## src/core/mcr_regs.vh

```
// register offsets, field positions and reset values of the master control registers
`ifndef MCR_REGS_VH
`define MCR_REGS_VH
`define MCR_ADDR_W 8
`define MCR_DATA_W 8
`define MCR_CONTROL_ADDR 8'hA0
`define MCR_CONFIG_ADDR 8'hA1
`define MCR_STATUS_ADDR 8'h42
`define MCR_LPMEM_FIRST 8'h81
`define MCR_LPMEM_LAST 8'h90
`define MCR_LPMEM_COUNT 16
`define MCR_CONTROL_RESET 8'h00
`define MCR_CONFIG_RESET 8'h00
`define MCR_BIT_OSC_BYPASS 7
`define MCR_BIT_STATUS_CLEAR 6
`define MCR_BIT_ADDR_INVERT 5
`define MCR_BIT_OSC_OUT_DIS 4
`define MCR_BIT_RAM_DISABLE 3
`define MCR_BIT_CLK_OVERRIDE 2
`define MCR_BIT_LPMEM_CLEAR 1
`define MCR_BIT_DISPLAY_EN 0
`define MCR_BG_HI 7
`define MCR_BG_LO 6
`define MCR_BIT_PUMP_BYPASS 0
`define MCR_CONTROL_KEEP 8'hBD
`define MCR_CONFIG_KEEP 8'hC1
`define MCR_BG_NORMAL 2'h0
`define MCR_BG_RESERVED 2'h1
`define MCR_BG_LOOSE 2'h2
`define MCR_BG_TIGHT 2'h3
`define MCR_STATUS_W 3
`endif

```

## src/core/mcr_master_ctrl.v

```verilog
// master control and configuration register bank with its steering outputs
`timescale 1ns/1ps
`include "mcr_regs.vh"
module mcr_master_ctrl (
  // clock and reset
  input wire clk_in,
  input wire rst_n_in,
  // serial port register access, already in this clock domain
  input wire reg_wr_in,
  input wire reg_rd_in,
  input wire [7:0] reg_addr_in,
  input wire [7:0] reg_wdata_in,
  output wire [7:0] reg_rdata_out,
  output wire reg_hit_out,
  // wake-up events from the clock and port blocks
  input wire wake_osc_fail_in,
  input wire wake_alarm_in,
  input wire wake_port_match_in,
  // clock sources, clk_pin_in and slow_osc_in pass a two-flop stage, clock_select_in a single flop
  input wire clk_pin_in,
  input wire slow_osc_in,
  input wire clock_select_in,
  output wire slow_clock_out,
  output wire system_clock_sel_out,
  output wire system_clock_override_out,
  // ram address path
  input wire [15:0] ram_addr_in,
  output wire [15:0] ram_addr_out,
  output wire ram_enable_out,
  // display and analog controls
  output wire display_drive_enable_out,
  output wire [1:0] bandgap_power_mode_out,
  output wire bandgap_low_power_out,
  output wire bandgap_tight_out,
  output wire charge_pump_enable_out,
  output wire display_supply_from_core_out,
  // low-power memory port mask view
  output wire [31:0] port_mask_out
);
  ////////////////////////////////////////////////////////////////////////////
  // address decode
  function is_lpmem;
    input [7:0] a;
    begin
      is_lpmem = (a >= `MCR_LPMEM_FIRST) && (a <= `MCR_LPMEM_LAST);
    end
  endfunction

  wire wr_control = reg_wr_in && (reg_addr_in == `MCR_CONTROL_ADDR);
  wire wr_config = reg_wr_in && (reg_addr_in == `MCR_CONFIG_ADDR);
  wire wr_lpmem = reg_wr_in && is_lpmem(reg_addr_in);
  wire [3:0] lp_index = reg_addr_in[3:0] - 4'h1;

  ////////////////////////////////////////////////////////////////////////////
  // control and configuration registers
  reg [7:0] control_ff;
  reg [7:0] config_ff;
  reg status_clear_ff;
  reg lpmem_clear_ff;
  wire [7:0] nxt_control = reg_wdata_in & `MCR_CONTROL_KEEP;
  wire [7:0] nxt_config = reg_wdata_in & `MCR_CONFIG_KEEP;

  // stored bits; action bits never stored
  always @(posedge clk_in or negedge rst_n_in) begin
    if (!rst_n_in) begin
      control_ff <= `MCR_CONTROL_RESET;
      config_ff <= `MCR_CONFIG_RESET;
    end else begin
      if (wr_control) begin
        control_ff <= nxt_control;
      end
      if (wr_config) begin
        config_ff <= nxt_config;
      end
    end
  end

  // one-cycle action pulses from a write of 1
  always @(posedge clk_in or negedge rst_n_in) begin
    if (!rst_n_in) begin
      status_clear_ff <= 1'b0;
      lpmem_clear_ff <= 1'b0;
    end else begin
      status_clear_ff <= wr_control & reg_wdata_in[`MCR_BIT_STATUS_CLEAR];
      lpmem_clear_ff <= wr_control & reg_wdata_in[`MCR_BIT_LPMEM_CLEAR];
    end
  end

  ////////////////////////////////////////////////////////////////////////////
  // wake-up status
  wire [2:0] wake_flags;
  mcr_wake_status u_wake (
    .clk_in(clk_in),
    .rst_n_in(rst_n_in),
    .set_in({wake_osc_fail_in, wake_alarm_in, wake_port_match_in}),
    .clear_in(status_clear_ff),
    .flags_out(wake_flags)
  );

  ////////////////////////////////////////////////////////////////////////////
  // low-power memory
  reg [7:0] lpmem_ff [0:15];
  genvar g;
  generate
    for (g = 0; g < `MCR_LPMEM_COUNT; g = g + 1) begin : g_lpmem
      // clear pulse beats a same-cycle write
      always @(posedge clk_in or negedge rst_n_in) begin
        if (!rst_n_in) begin
          lpmem_ff[g] <= 8'h00;
        end else if (lpmem_clear_ff) begin
          lpmem_ff[g] <= 8'h00;
        end else if (wr_lpmem && (lp_index == g)) begin
          lpmem_ff[g] <= reg_wdata_in;
        end
      end
      // nibble top bits are the masks
      assign port_mask_out[2*g] = lpmem_ff[g][3];
      assign port_mask_out[2*g+1] = lpmem_ff[g][7];
    end
  endgenerate

  ////////////////////////////////////////////////////////////////////////////
  // read path
  reg [7:0] rdata_ff;
  reg [7:0] nxt_rdata;
  always @* begin
    nxt_rdata = 8'h00;
    if (reg_addr_in == `MCR_CONTROL_ADDR) begin
      nxt_rdata = control_ff;
    end else if (reg_addr_in == `MCR_CONFIG_ADDR) begin
      nxt_rdata = config_ff;
    end else if (reg_addr_in == `MCR_STATUS_ADDR) begin
      nxt_rdata = {5'h00, wake_flags};
    end else if (is_lpmem(reg_addr_in)) begin
      nxt_rdata = lpmem_ff[lp_index];
    end
  end
  always @(posedge clk_in or negedge rst_n_in) begin
    if (!rst_n_in) begin
      rdata_ff <= 8'h00;
    end else if (reg_rd_in) begin
      rdata_ff <= nxt_rdata;
    end
  end
  assign reg_rdata_out = rdata_ff;
  assign reg_hit_out = (reg_addr_in == `MCR_CONTROL_ADDR) ||
    (reg_addr_in == `MCR_CONFIG_ADDR) || (reg_addr_in == `MCR_STATUS_ADDR) ||
    is_lpmem(reg_addr_in);

  ////////////////////////////////////////////////////////////////////////////
  // pin synchronisers
  reg [1:0] pin_meta_ff;
  reg [1:0] pin_sync_ff;
  always @(posedge clk_in or negedge rst_n_in) begin
    if (!rst_n_in) begin
      pin_meta_ff <= 2'h0;
      pin_sync_ff <= 2'h0;
    end else begin
      pin_meta_ff <= {clk_pin_in, slow_osc_in};
      pin_sync_ff <= pin_meta_ff;
    end
  end
  wire clk_pin_s = pin_sync_ff[1];
  wire slow_osc_s = pin_sync_ff[0];

  ////////////////////////////////////////////////////////////////////////////
  // clock steering
  wire osc_bypass = control_ff[`MCR_BIT_OSC_BYPASS];
  wire osc_gated = control_ff[`MCR_BIT_OSC_OUT_DIS];
  wire clk_override = control_ff[`MCR_BIT_CLK_OVERRIDE];
  reg slow_clock_ff;
  reg sysclk_sel_ff;
  always @(posedge clk_in or negedge rst_n_in) begin
    if (!rst_n_in) begin
      slow_clock_ff <= 1'b0;
      sysclk_sel_ff <= 1'b0;
    end else begin
      // bypass picks the pin, else the gated oscillator
      slow_clock_ff <= osc_bypass ? clk_pin_s : (slow_osc_s & ~osc_gated);
      // override forces the pin as system clock source
      sysclk_sel_ff <= clk_override ? clk_pin_s : clock_select_in;
    end
  end
  assign slow_clock_out = slow_clock_ff;
  assign system_clock_sel_out = sysclk_sel_ff;
  assign system_clock_override_out = clk_override;

  ////////////////////////////////////////////////////////////////////////////
  // ram controls
  reg [15:0] ram_addr_ff;
  always @(posedge clk_in or negedge rst_n_in) begin
    if (!rst_n_in) begin
      ram_addr_ff <= 16'h0000;
    end else begin
      ram_addr_ff <= {ram_addr_in[15:8],
        ram_addr_in[7:0] ^ {8{control_ff[`MCR_BIT_ADDR_INVERT]}}};
    end
  end
  assign ram_addr_out = ram_addr_ff;
  assign ram_enable_out = ~control_ff[`MCR_BIT_RAM_DISABLE];

  ////////////////////////////////////////////////////////////////////////////
  // display and analog controls
  wire [1:0] bg_mode = config_ff[`MCR_BG_HI:`MCR_BG_LO];
  assign display_drive_enable_out = control_ff[`MCR_BIT_DISPLAY_EN];
  assign bandgap_power_mode_out = bg_mode;
  assign bandgap_low_power_out = (bg_mode == `MCR_BG_LOOSE) || (bg_mode == `MCR_BG_TIGHT);
  assign bandgap_tight_out = (bg_mode == `MCR_BG_TIGHT);
  assign charge_pump_enable_out = ~config_ff[`MCR_BIT_PUMP_BYPASS];
  assign display_supply_from_core_out = config_ff[`MCR_BIT_PUMP_BYPASS];
endmodule

```

## src/core/mcr_wake_status.v

```verilog
// wake-up status flags with a clear that loses to a new event
`timescale 1ns/1ps
module mcr_wake_status (
  // clock and reset
  input wire clk_in,
  input wire rst_n_in,
  // events and clear
  input wire [2:0] set_in,
  input wire clear_in,
  // flags
  output wire [2:0] flags_out
);
  reg [2:0] flags_ff;
  wire [2:0] nxt_flags;
  genvar i;
  // each flag: set wins over clear
  generate
    for (i = 0; i < 3; i = i + 1) begin : g_flag
      assign nxt_flags[i] = set_in[i] | (flags_ff[i] & ~clear_in);
    end
  endgenerate
  // flag storage
  always @(posedge clk_in or negedge rst_n_in) begin
    if (!rst_n_in) begin
      flags_ff <= 3'h0;
    end else begin
      flags_ff <= nxt_flags;
    end
  end
  assign flags_out = flags_ff;
endmodule

```

## config.mk

```make
export PLATFORM = sky130hd
export DESIGN_NAME = mcr_master_ctrl
export DESIGN_NICKNAME = d
export VERILOG_FILES = /design/src/core/mcr_master_ctrl.v /design/src/core/mcr_wake_status.v
export VERILOG_INCLUDE_DIRS = /design/src /design/src/core
export SDC_FILE = /design/constraint.sdc
export NUM_CORES = 1
export LEC_CHECK = 0
export ABC_AREA = 1
export BUFFER_PORTS_ARGS = -buffer_cell sky130_fd_sc_hd__buf_2
export CAP_MARGIN = 20
export CORE_MARGIN = 2
export CORE_UTILIZATION = 41
export DETAILED_ROUTE_END_ITERATION = 8
export PLACE_DENSITY = 0.59
export SLEW_MARGIN = 20
export SYNTH_ARGS = -nofsm -noshare
export SYNTH_HDL_FRONTEND = slang
export SYNTH_HIERARCHICAL = 1
export SYNTH_SLANG_ARGS = --single-unit
```

## constraint.sdc

```tcl
create_clock -name clk_in -period 2.3 [get_ports clk_in]
set_input_delay 0.46 -clock clk_in [delete_from_list [all_inputs] [get_ports clk_in]]
set_output_delay 0.46 -clock clk_in [all_outputs]
set_load 0.02 [all_outputs]
```

# After elaboration in Yosys (flattened, before gate mapping)
# Cells that the tools add are included.
word_totals:
  latchBits: 0
  mem_count: 0
  romBits: 0
  register_bits: 172
  inputBits: 42
  output_inout_bits: 68
  mem_bits_rw: 0
op_classes:
  n_shift: 0
  n_reduce_logical: 41
  magnitude_cmp: 3
  mux: 41
  n_bitwise: 15
  eq_ne: 20
  n_addsub: 1
  multipliers: 0
  div_mod_pow: 0
ops:
  columns: ["operator", "count"]
  rows:
  - ["8-bit 2-to-1 mux", 38]
  - ["8-bit binary-select mux with 4-bit select", 1]
  - ["4-bit equality test (second input constant)", 8]
  - ["2-bit nonzero test", 16]
  - ["1-bit logical AND", 20]
  - ["4-bit by 3-bit equality test with 1-bit output (second input constant)", 4]
  - ["8-bit equality test (second input constant)", 2]
  - ["4-bit by 2-bit equality test with 1-bit output (second input constant)", 2]
  - ["8-bit by 7-bit equality test with 1-bit output (second input constant)", 1]
  - ["8-bit >= comparator (second input constant)", 1]
  - ["8-bit less-or-equal comparator (second input constant)", 1]
  - ["8-bit bitwise XOR", 1]
  - ["1-bit AND", 6]
  - ["5-bit >= comparator (second input constant)", 1]
  - ["4-bit inverter with 5-bit output", 1]
  - ["2-bit equality test (second input constant)", 2]
  - ["4-bit by 1-bit equality test with 1-bit output (second input constant)", 1]
  - ["4-bit logical NOT", 1]
  - ["1-bit logical OR", 4]
  - ["1-bit inverter", 4]
  - ["4-bit by 1-bit subtractor with 4-bit output (second input constant)", 1]
  - ["1-bit OR", 3]
  - ["1-bit 2-to-1 mux", 2]

# Logic depth before layout (Yosys ltp)
# Gate-level depths: netlist of the first run.
depth:
  depth_word: 9
  mapped_depth: 16
  ltp_nobuf: 13

# Cells and area by module
# The synthesis of the first run kept the hierarchy.
modules_own_cells:
  columns: ["mod", "n_inst", "cells_per_inst", "area_each_um2", "seq_area_each_um2"]
  rows:
  - ["mcr_master_ctrl", 1, 1141, 8665.8, 4229.1]
  - ["mcr_wake_status", 1, 13, 112.6, 75.1]

# Worst setup path after synthesis of the first run
# Ideal clock, no wire load.
synth_path:
  path_type: "input -> output"
  from: "input reg_addr_in[0]"
  to: "output reg_hit_out"
  arrival_time_ns: 1.971
  n_path_buf: 1
  path_slack_ns: -0.131
  path_stages: 7
  path_cell_list: "inv_2 clkbuf_1 ha_1 inv_1 nor4_1 nor3_1 o21ai_0"
synth_between:
  elab_chain_len: 4
synth_lines:
  columns: ["item", "line", "text"]
  rows:
  - ["start, declared", "mcr_master_ctrl.v:11", "input wire [7:0] reg_addr_in,"]
  - ["branches (longest 3 deep; another with 8-bit >= comparator)", null, null]
  - ["1-bit logical OR (*)", "mcr_master_ctrl.v:146", "assign reg_hit_out = (reg_addr_in == `MCR_CONTROL_ADDR) ||"]
  - ["end, declared", "mcr_master_ctrl.v:14", "output wire reg_hit_out,"]
# Mark *: on every way between the ends.

# Worst setup path in the final report of the first run
# Same ends and word-level chain as after synthesis.

==> results of run 1 <==
registers in the layout, indices dropped and copies added, names as in the netlist:
signal,cells
system_clock_sel_out,1
pin_sync_ff,2
lpmem_ff,96
control_ff,6
pin_meta_ff,2
ram_addr_out,16
port_mask_out,32
reg_rdata_out,8
status_clear_ff,1
lpmem_clear_ff,1
slow_clock_out,1
u_wake/flags_out,3
config_ff,3
where the power goes:
group          switching, mW  internal (mW)
Sequential             0.100           3.19
Combinational          0.744          0.367
Clock                   1.34           1.66
Total                   2.18           5.22
layer usage:
| layer | GRT usage [%] | wire [um] |
|---|---|---|
| met1 | 36.2 | 12600 |
| met2 | 40.2 | 13200 |
| met3 | 4.97 | 2190 |
| met4 | 7.59 | 468 |
| met5 | 0 | 0 |
layout make-up:
cell class | count | area (sq um)
inverter | 58 | 219
fill | 2063 | 10400
tap | 275 | 344
multi-input combinational | 812 | 3710
clock inverter | 13 | 156
sequential | 172 | 4300
timing repair buffer | 191 | 1410
clock buffer | 19 | 443
worst register-to-register path, delay by kind of cell (launching register included):
kind	cells	cell delay, ns
simple gates	3	0.88
buf+inv	1	0.31
flops	1	0.49
cells by family after synthesis:
| group | after synthesis | share of synthesized area, % |
|---|---|---|
| buf+inv | 170 | 8.91 |
| flops | 172 | 49.0 |
| fa+ha+maj | 5 | 0.713 |
| compound gates | 37 | 2.11 |
| xor+xnor | 11 | 1.18 |
| simple gates | 759 | 38.1 |
worst paths after layout:
check / slack, ns / end / startpoint / depth (start not counted)
setup / recovery: 0.18 / reg_hit_out / reg_addr_in[0] / 9
hold / removal: 0.01 / port_mask_out[12] / rst_n_in / 1
setup reg to reg: 0.56 / port_mask_out[1] / lpmem_clear_ff / 4
hold reg to reg: 0.35 / pin_sync_ff[1] / pin_meta_ff[1] / 0
max in group asynchronous: 1.62 / config_ff[6] / rst_n_in / 2
min in group clk_in: 0.12 / ram_addr_out[10] / ram_addr_in[10] / 1
metrics by stage:
stage | setup WS [ns] | util [%] | instances | area (sq um)
after floorplan | 0.120 | - | 1154 | 8790
after global placement | 0.0214 | 47.5 | 1508 | 9980
after detailed placement | 0.00820 | 47.5 | 1508 | 9980
after CTS | 0.132 | 50.3 | 1540 | 10600
after global routing | 0.0346 | 50.4 | 1540 | 10600
final | 0.177 | 50.4 | 1540 | 10600
layout by cell type (no fill, tap or decap), drive strengths merged:
cell      count
ha            5
nor3          1
buf         191
dfrtp       172
nand3       329
xnor2         2
and3          1
nand3b        1
o21ai        21
nor4          1
nand2       371
inv          61
clkinvlp      2
nand4        16
clkinv        6
bufinv        2
a21oi        16
nor2         39
clkbuf       19
xor2          9
==> results_dict.tcl, run 1 <==
set metrics [dict create \
    h-tree-depth 4 \
    critical_path.max_fanout 5 \
    worst-slew-pin-transition_ns 0.857 \
    antenna_left 0 \
    synth_top_cell_by_area "dfrtp_1" \
    pwr_density_cell_nw_per_um2 699 \
    whs_ns 0.0122 \
    synth_top_area_share_pct 49.0 \
    cts.repair.resized 0 \
    root_buffer "clkbuf_16" \
    skew_ns 0.00744 \
    post_cts_buffers 0 \
    cts-hold-fix-buffers 0 \
    crit_buf_inv 5 \
    crit_chain "buf_2, inv_2, buf_12, ha_1, inv_1, nor4_4, nor3_1, o21ai_1, buf_2" \
    path_class "input port to output pin" \
    critPathTopFamily "buffers and inverters" \
    drtPass1Iterations 5 \
    synth_top_cells_by_count "371 x nand2_1, 329 x nand3_1, 172 x dfrtp_1, 55 x clkbuf_1, 54 x inv_1" \
    port_buffers 109 \
    antenna_found_initial 0 \
    synthMostInstantiatedCell "nand2_1" \
    initial_core_util_pct 41.8 \
    grt_max_degree 58 \
    max_stage_delay_ns 0.23 \
    cpMostUsedCell "buf_2" \
    synthCells 1154 \
    vdd_drop_max_mv 0.389 \
    synth_seq_area_share_pct 49.0 \
    clock-sinks 172 \
    synth_nets 1201 \
    vias_per_cell 5.35 \
    grt_pass1_wl_um 44300 \
    async_flop_share_pct 100 \
    drt_drc_violations_left 0 \
    dp_hpwl_um 18200 \
    ios 110 \
    crit_path_end_kind "output pin" \
    grt_pass1_vias 7858 \
    arrival_ns 1.66 \
    gp_congestion 0.875 \
    power_mw 7.40 \
    vias 8234 \
    yosys_warnings 6 \
    drt_iter0_drc 891 \
    crit_required_ns 1.84 \
    path_clk_slew_ns 0.07 \
    p_leak_nw 5.70 \
    insertedDiodeCount 0 \
    hold_violations 0 \
    coreArea_sq_um 21000 \
    cts_buffers 17 \
    setup_viol 0 \
    finalWirelength_um 28400 \
    area_delta_synth_final_pct 20.6 \
    synth_seq_cells 172 \
    slew_violations 0 \
    postSynthAreaPerCell_sq_um 7.61 \
    die_w_um 150 \
    syn_area_sq_um 8780 \
    slowest_stage "nor4_4" \
    grt_setup_unrepaired "no" \
    drive_gt1_share_pct 18.7 \
    finalCritPeriodShare_pct 92.3 \
    synth.area.top_cells "dfrtp_1 49%, nand3_1 19%, nand2_1 16%" \
    slew_headroom_pct 42.7 \
    dieArea_sq_um 22600 \
    gr-usage-all-layers_pct 25.7 \
    clock_latency_ns 0.44 \
    synth_edf_count 0 \
    clock_path_buffers 2 \
    die_h_um 150 \
    nets 1299 \
    max_freq_ghz 0.471 \
    rows 53 \
    hold_class "input port to asynchronous set/reset pin" \
    cts_tree "built" \
    min_period_ns 2.12 \
    overflow 0 \
    maxCapViolCount 0 \
    yosysUniqueCellTypes 24 \
    setup_tns_ns 0 \
    wl_per_cell_um 18.5 \
    startpoint_type "input port" \
    synthFlopType "dfrtp_1" \
    outcome "completed" \
]
No activity file was read; power rests on OpenSTA's default activity.
==> run 2: changes to the inputs <==
==> constraint.sdc (replaced) <==
create_clock -name clk_in -period 2.3 [get_ports clk_in]
set_input_delay 0.69 -clock clk_in [delete_from_list [all_inputs] [get_ports clk_in]]
set_output_delay 0.69 -clock clk_in [all_outputs]
set_load 0.02 [all_outputs]
==> run 2 against run 1 <==
Against the previous run:
- the run now ends with setup timing left
- critical path depth fell by 1
- die area unchanged
- sequential cell count unchanged
- largest cell class unchanged
- largest power group unchanged
- highest routed layer unchanged
==> results_dict.tcl, run 2 (synthesized netlist as in run 1, its figures left out) <==
set metrics [dict create \
    whs_ns 0.130 \
    crit_start "reg_addr_in[1]" \
    die_h_um 150 \
    clock_path_buffers 2 \
    path_class "input port to output pin" \
    drt_iter0_drc 981 \
    drive_gt1_share_pct 20.8 \
    stdcell_count 1552 \
    vdd_drop_max_mv 0.438 \
    largest_register "lpmem_ff" \
    grt_max_degree 52 \
    power_mw 7.26 \
    combPwrFrac_pct 15.8 \
    dp_slack_ns -0.210 \
    grt_pass1_wl_um 43100 \
    crit_required_ns 1.61 \
    drt_drc_violations_left 0 \
    use_met1_pct 36.2 \
    final_common_cell "nand2_1" \
    hold_violations 0 \
    layout_setup_ws_ns -0.00573 \
    finalWirelength_um 27600 \
    place_area_sq_um 10000 \
    die_w_um 150 \
    hold_class "input port to asynchronous set/reset pin" \
    global_route.peak_usage_layer "met2" \
    wl_per_cell_um 17.8 \
    vias 8276 \
    port_buffers 109 \
    grt_setup_unrepaired "yes" \
    final_cell_mix "368 x nand2_1, 329 x nand3_1, 172 x dfrtp_1" \
    clock_latency_ns 0.44 \
    vias_per_cell 5.33 \
    finalCritPeriodShare_pct 100 \
    startpoint_type "input port" \
    final_cell_area_sq_um 10700 \
    utilization_pct 50.7 \
    use_met2_pct 37.9 \
    cts_tree "built" \
    pwr_density_cell_nw_per_um2 681 \
    cts_buffers 17 \
    antenna_left 0 \
    clock-sinks 172 \
    maxCapViolCount 0 \
    slew_violations 0 \
    seq_area_sq_um 4300 \
    antenna_found_initial 0 \
    rows 53 \
    dieArea_sq_um 22600 \
    gp_congestion 0.887 \
    insertedDiodeCount 0 \
    reg2reg_from "lpmem_clear_ff" \
    placed_cells 1519 \
    slew_headroom_pct 62.2 \
    outcome "finished with violations" \
    violations "setup timing" \
    p_leak_nw 5.70 \
    gr-usage-all-layers_pct 25.0 \
    h-tree-depth 4 \
    p_switching_mw 2.21 \
    path_clk_slew_ns 0.08 \
    setup_tns_ns -0.00573 \
    power.internal_mw 5.05 \
    coreArea_sq_um 21000 \
    root_buffer "clkbuf_16" \
    overflow 0 \
    ios 110 \
    clkPwrFrac_pct 38.8 \
    fillCellCount 2062 \
    multi_input_area_sq_um 3780 \
    nets 1311 \
    critical_path.max_fanout 3 \
    met3_usage_pct 4.30 \
    drtPass1Iterations 5 \
    area_delta_synth_final_pct 21.5 \
    min_period_ns 2.31 \
    sw_frac_of_total_pct 30.5 \
    initial_core_util_pct 41.8 \
    worst-slew-pin-transition_ns 0.566 \
    largest_reg_flops 96 \
    max_freq_ghz 0.434 \
    seq_power_share_pct 45.4 \
    dp_hpwl_um 17600 \
    grt_pass1_vias 7641 \
    setup_viol 1 \
    crit_path_end_kind "output pin" \
    skew_ns 0.00937 \
    arrival_ns 1.62 \
]
run 2: critical path: stages:
cell and delay, ns:
buf_4 0.13, inv_4 0.07, ha_2 0.19, nor2_1 0.05, nand3_1 0.09, nand2_2 0.08, o21ai_2 0.16, buf_6 0.14
run 2: cell type report:
cell class	count	share of cell area, %
flip-flops and latches	172	40.4
multi-input cells	812	35.5
repair buffers	203	13.5
clock buffers	18	4.12
well taps	275	3.23
inverters	58	2.12
clock inverters	14	1.22
run 2: metal layers:
layer	part of all wire, %	wire length [um]
met4	2.0	557
met5	0	0
met3	7.6	2100
met2	46	12700
met1	45	12300
run 2: timing repair:
action	4_1_cts	5_1_grt
hold buffers	0	0
pin swaps	2	0
setup buffers	1	0
endpoints found under the setup margin	1	1
resized for setup	15	3
run 2: power groups by stage:
stage	logic, mW	registers [mW]	clock network, mW
after CTS	1.15	3.29	2.86
final	1.15	3.29	2.82
after global routing	1.26	3.31	2.98
after global placement	1.13	3.35	0
after detailed placement	1.13	3.35	0
after floorplan	0.643	3.37	0
run 2: final timing paths:
check / cells past startpoint / slack [ns] / end
max: 8 / -0.006 / reg_hit_out
min: 1 / 0.13 / reg_rdata_out[2]
max reg2reg: 4 / 0.49 / lpmem_ff[117]
min reg2reg: 0 / 0.35 / pin_sync_ff[0]
max in group asynchronous: 2 / 1.60 / lpmem_ff[34]
min in group clk_in: 1 / 0.35 / ram_addr_out[10]
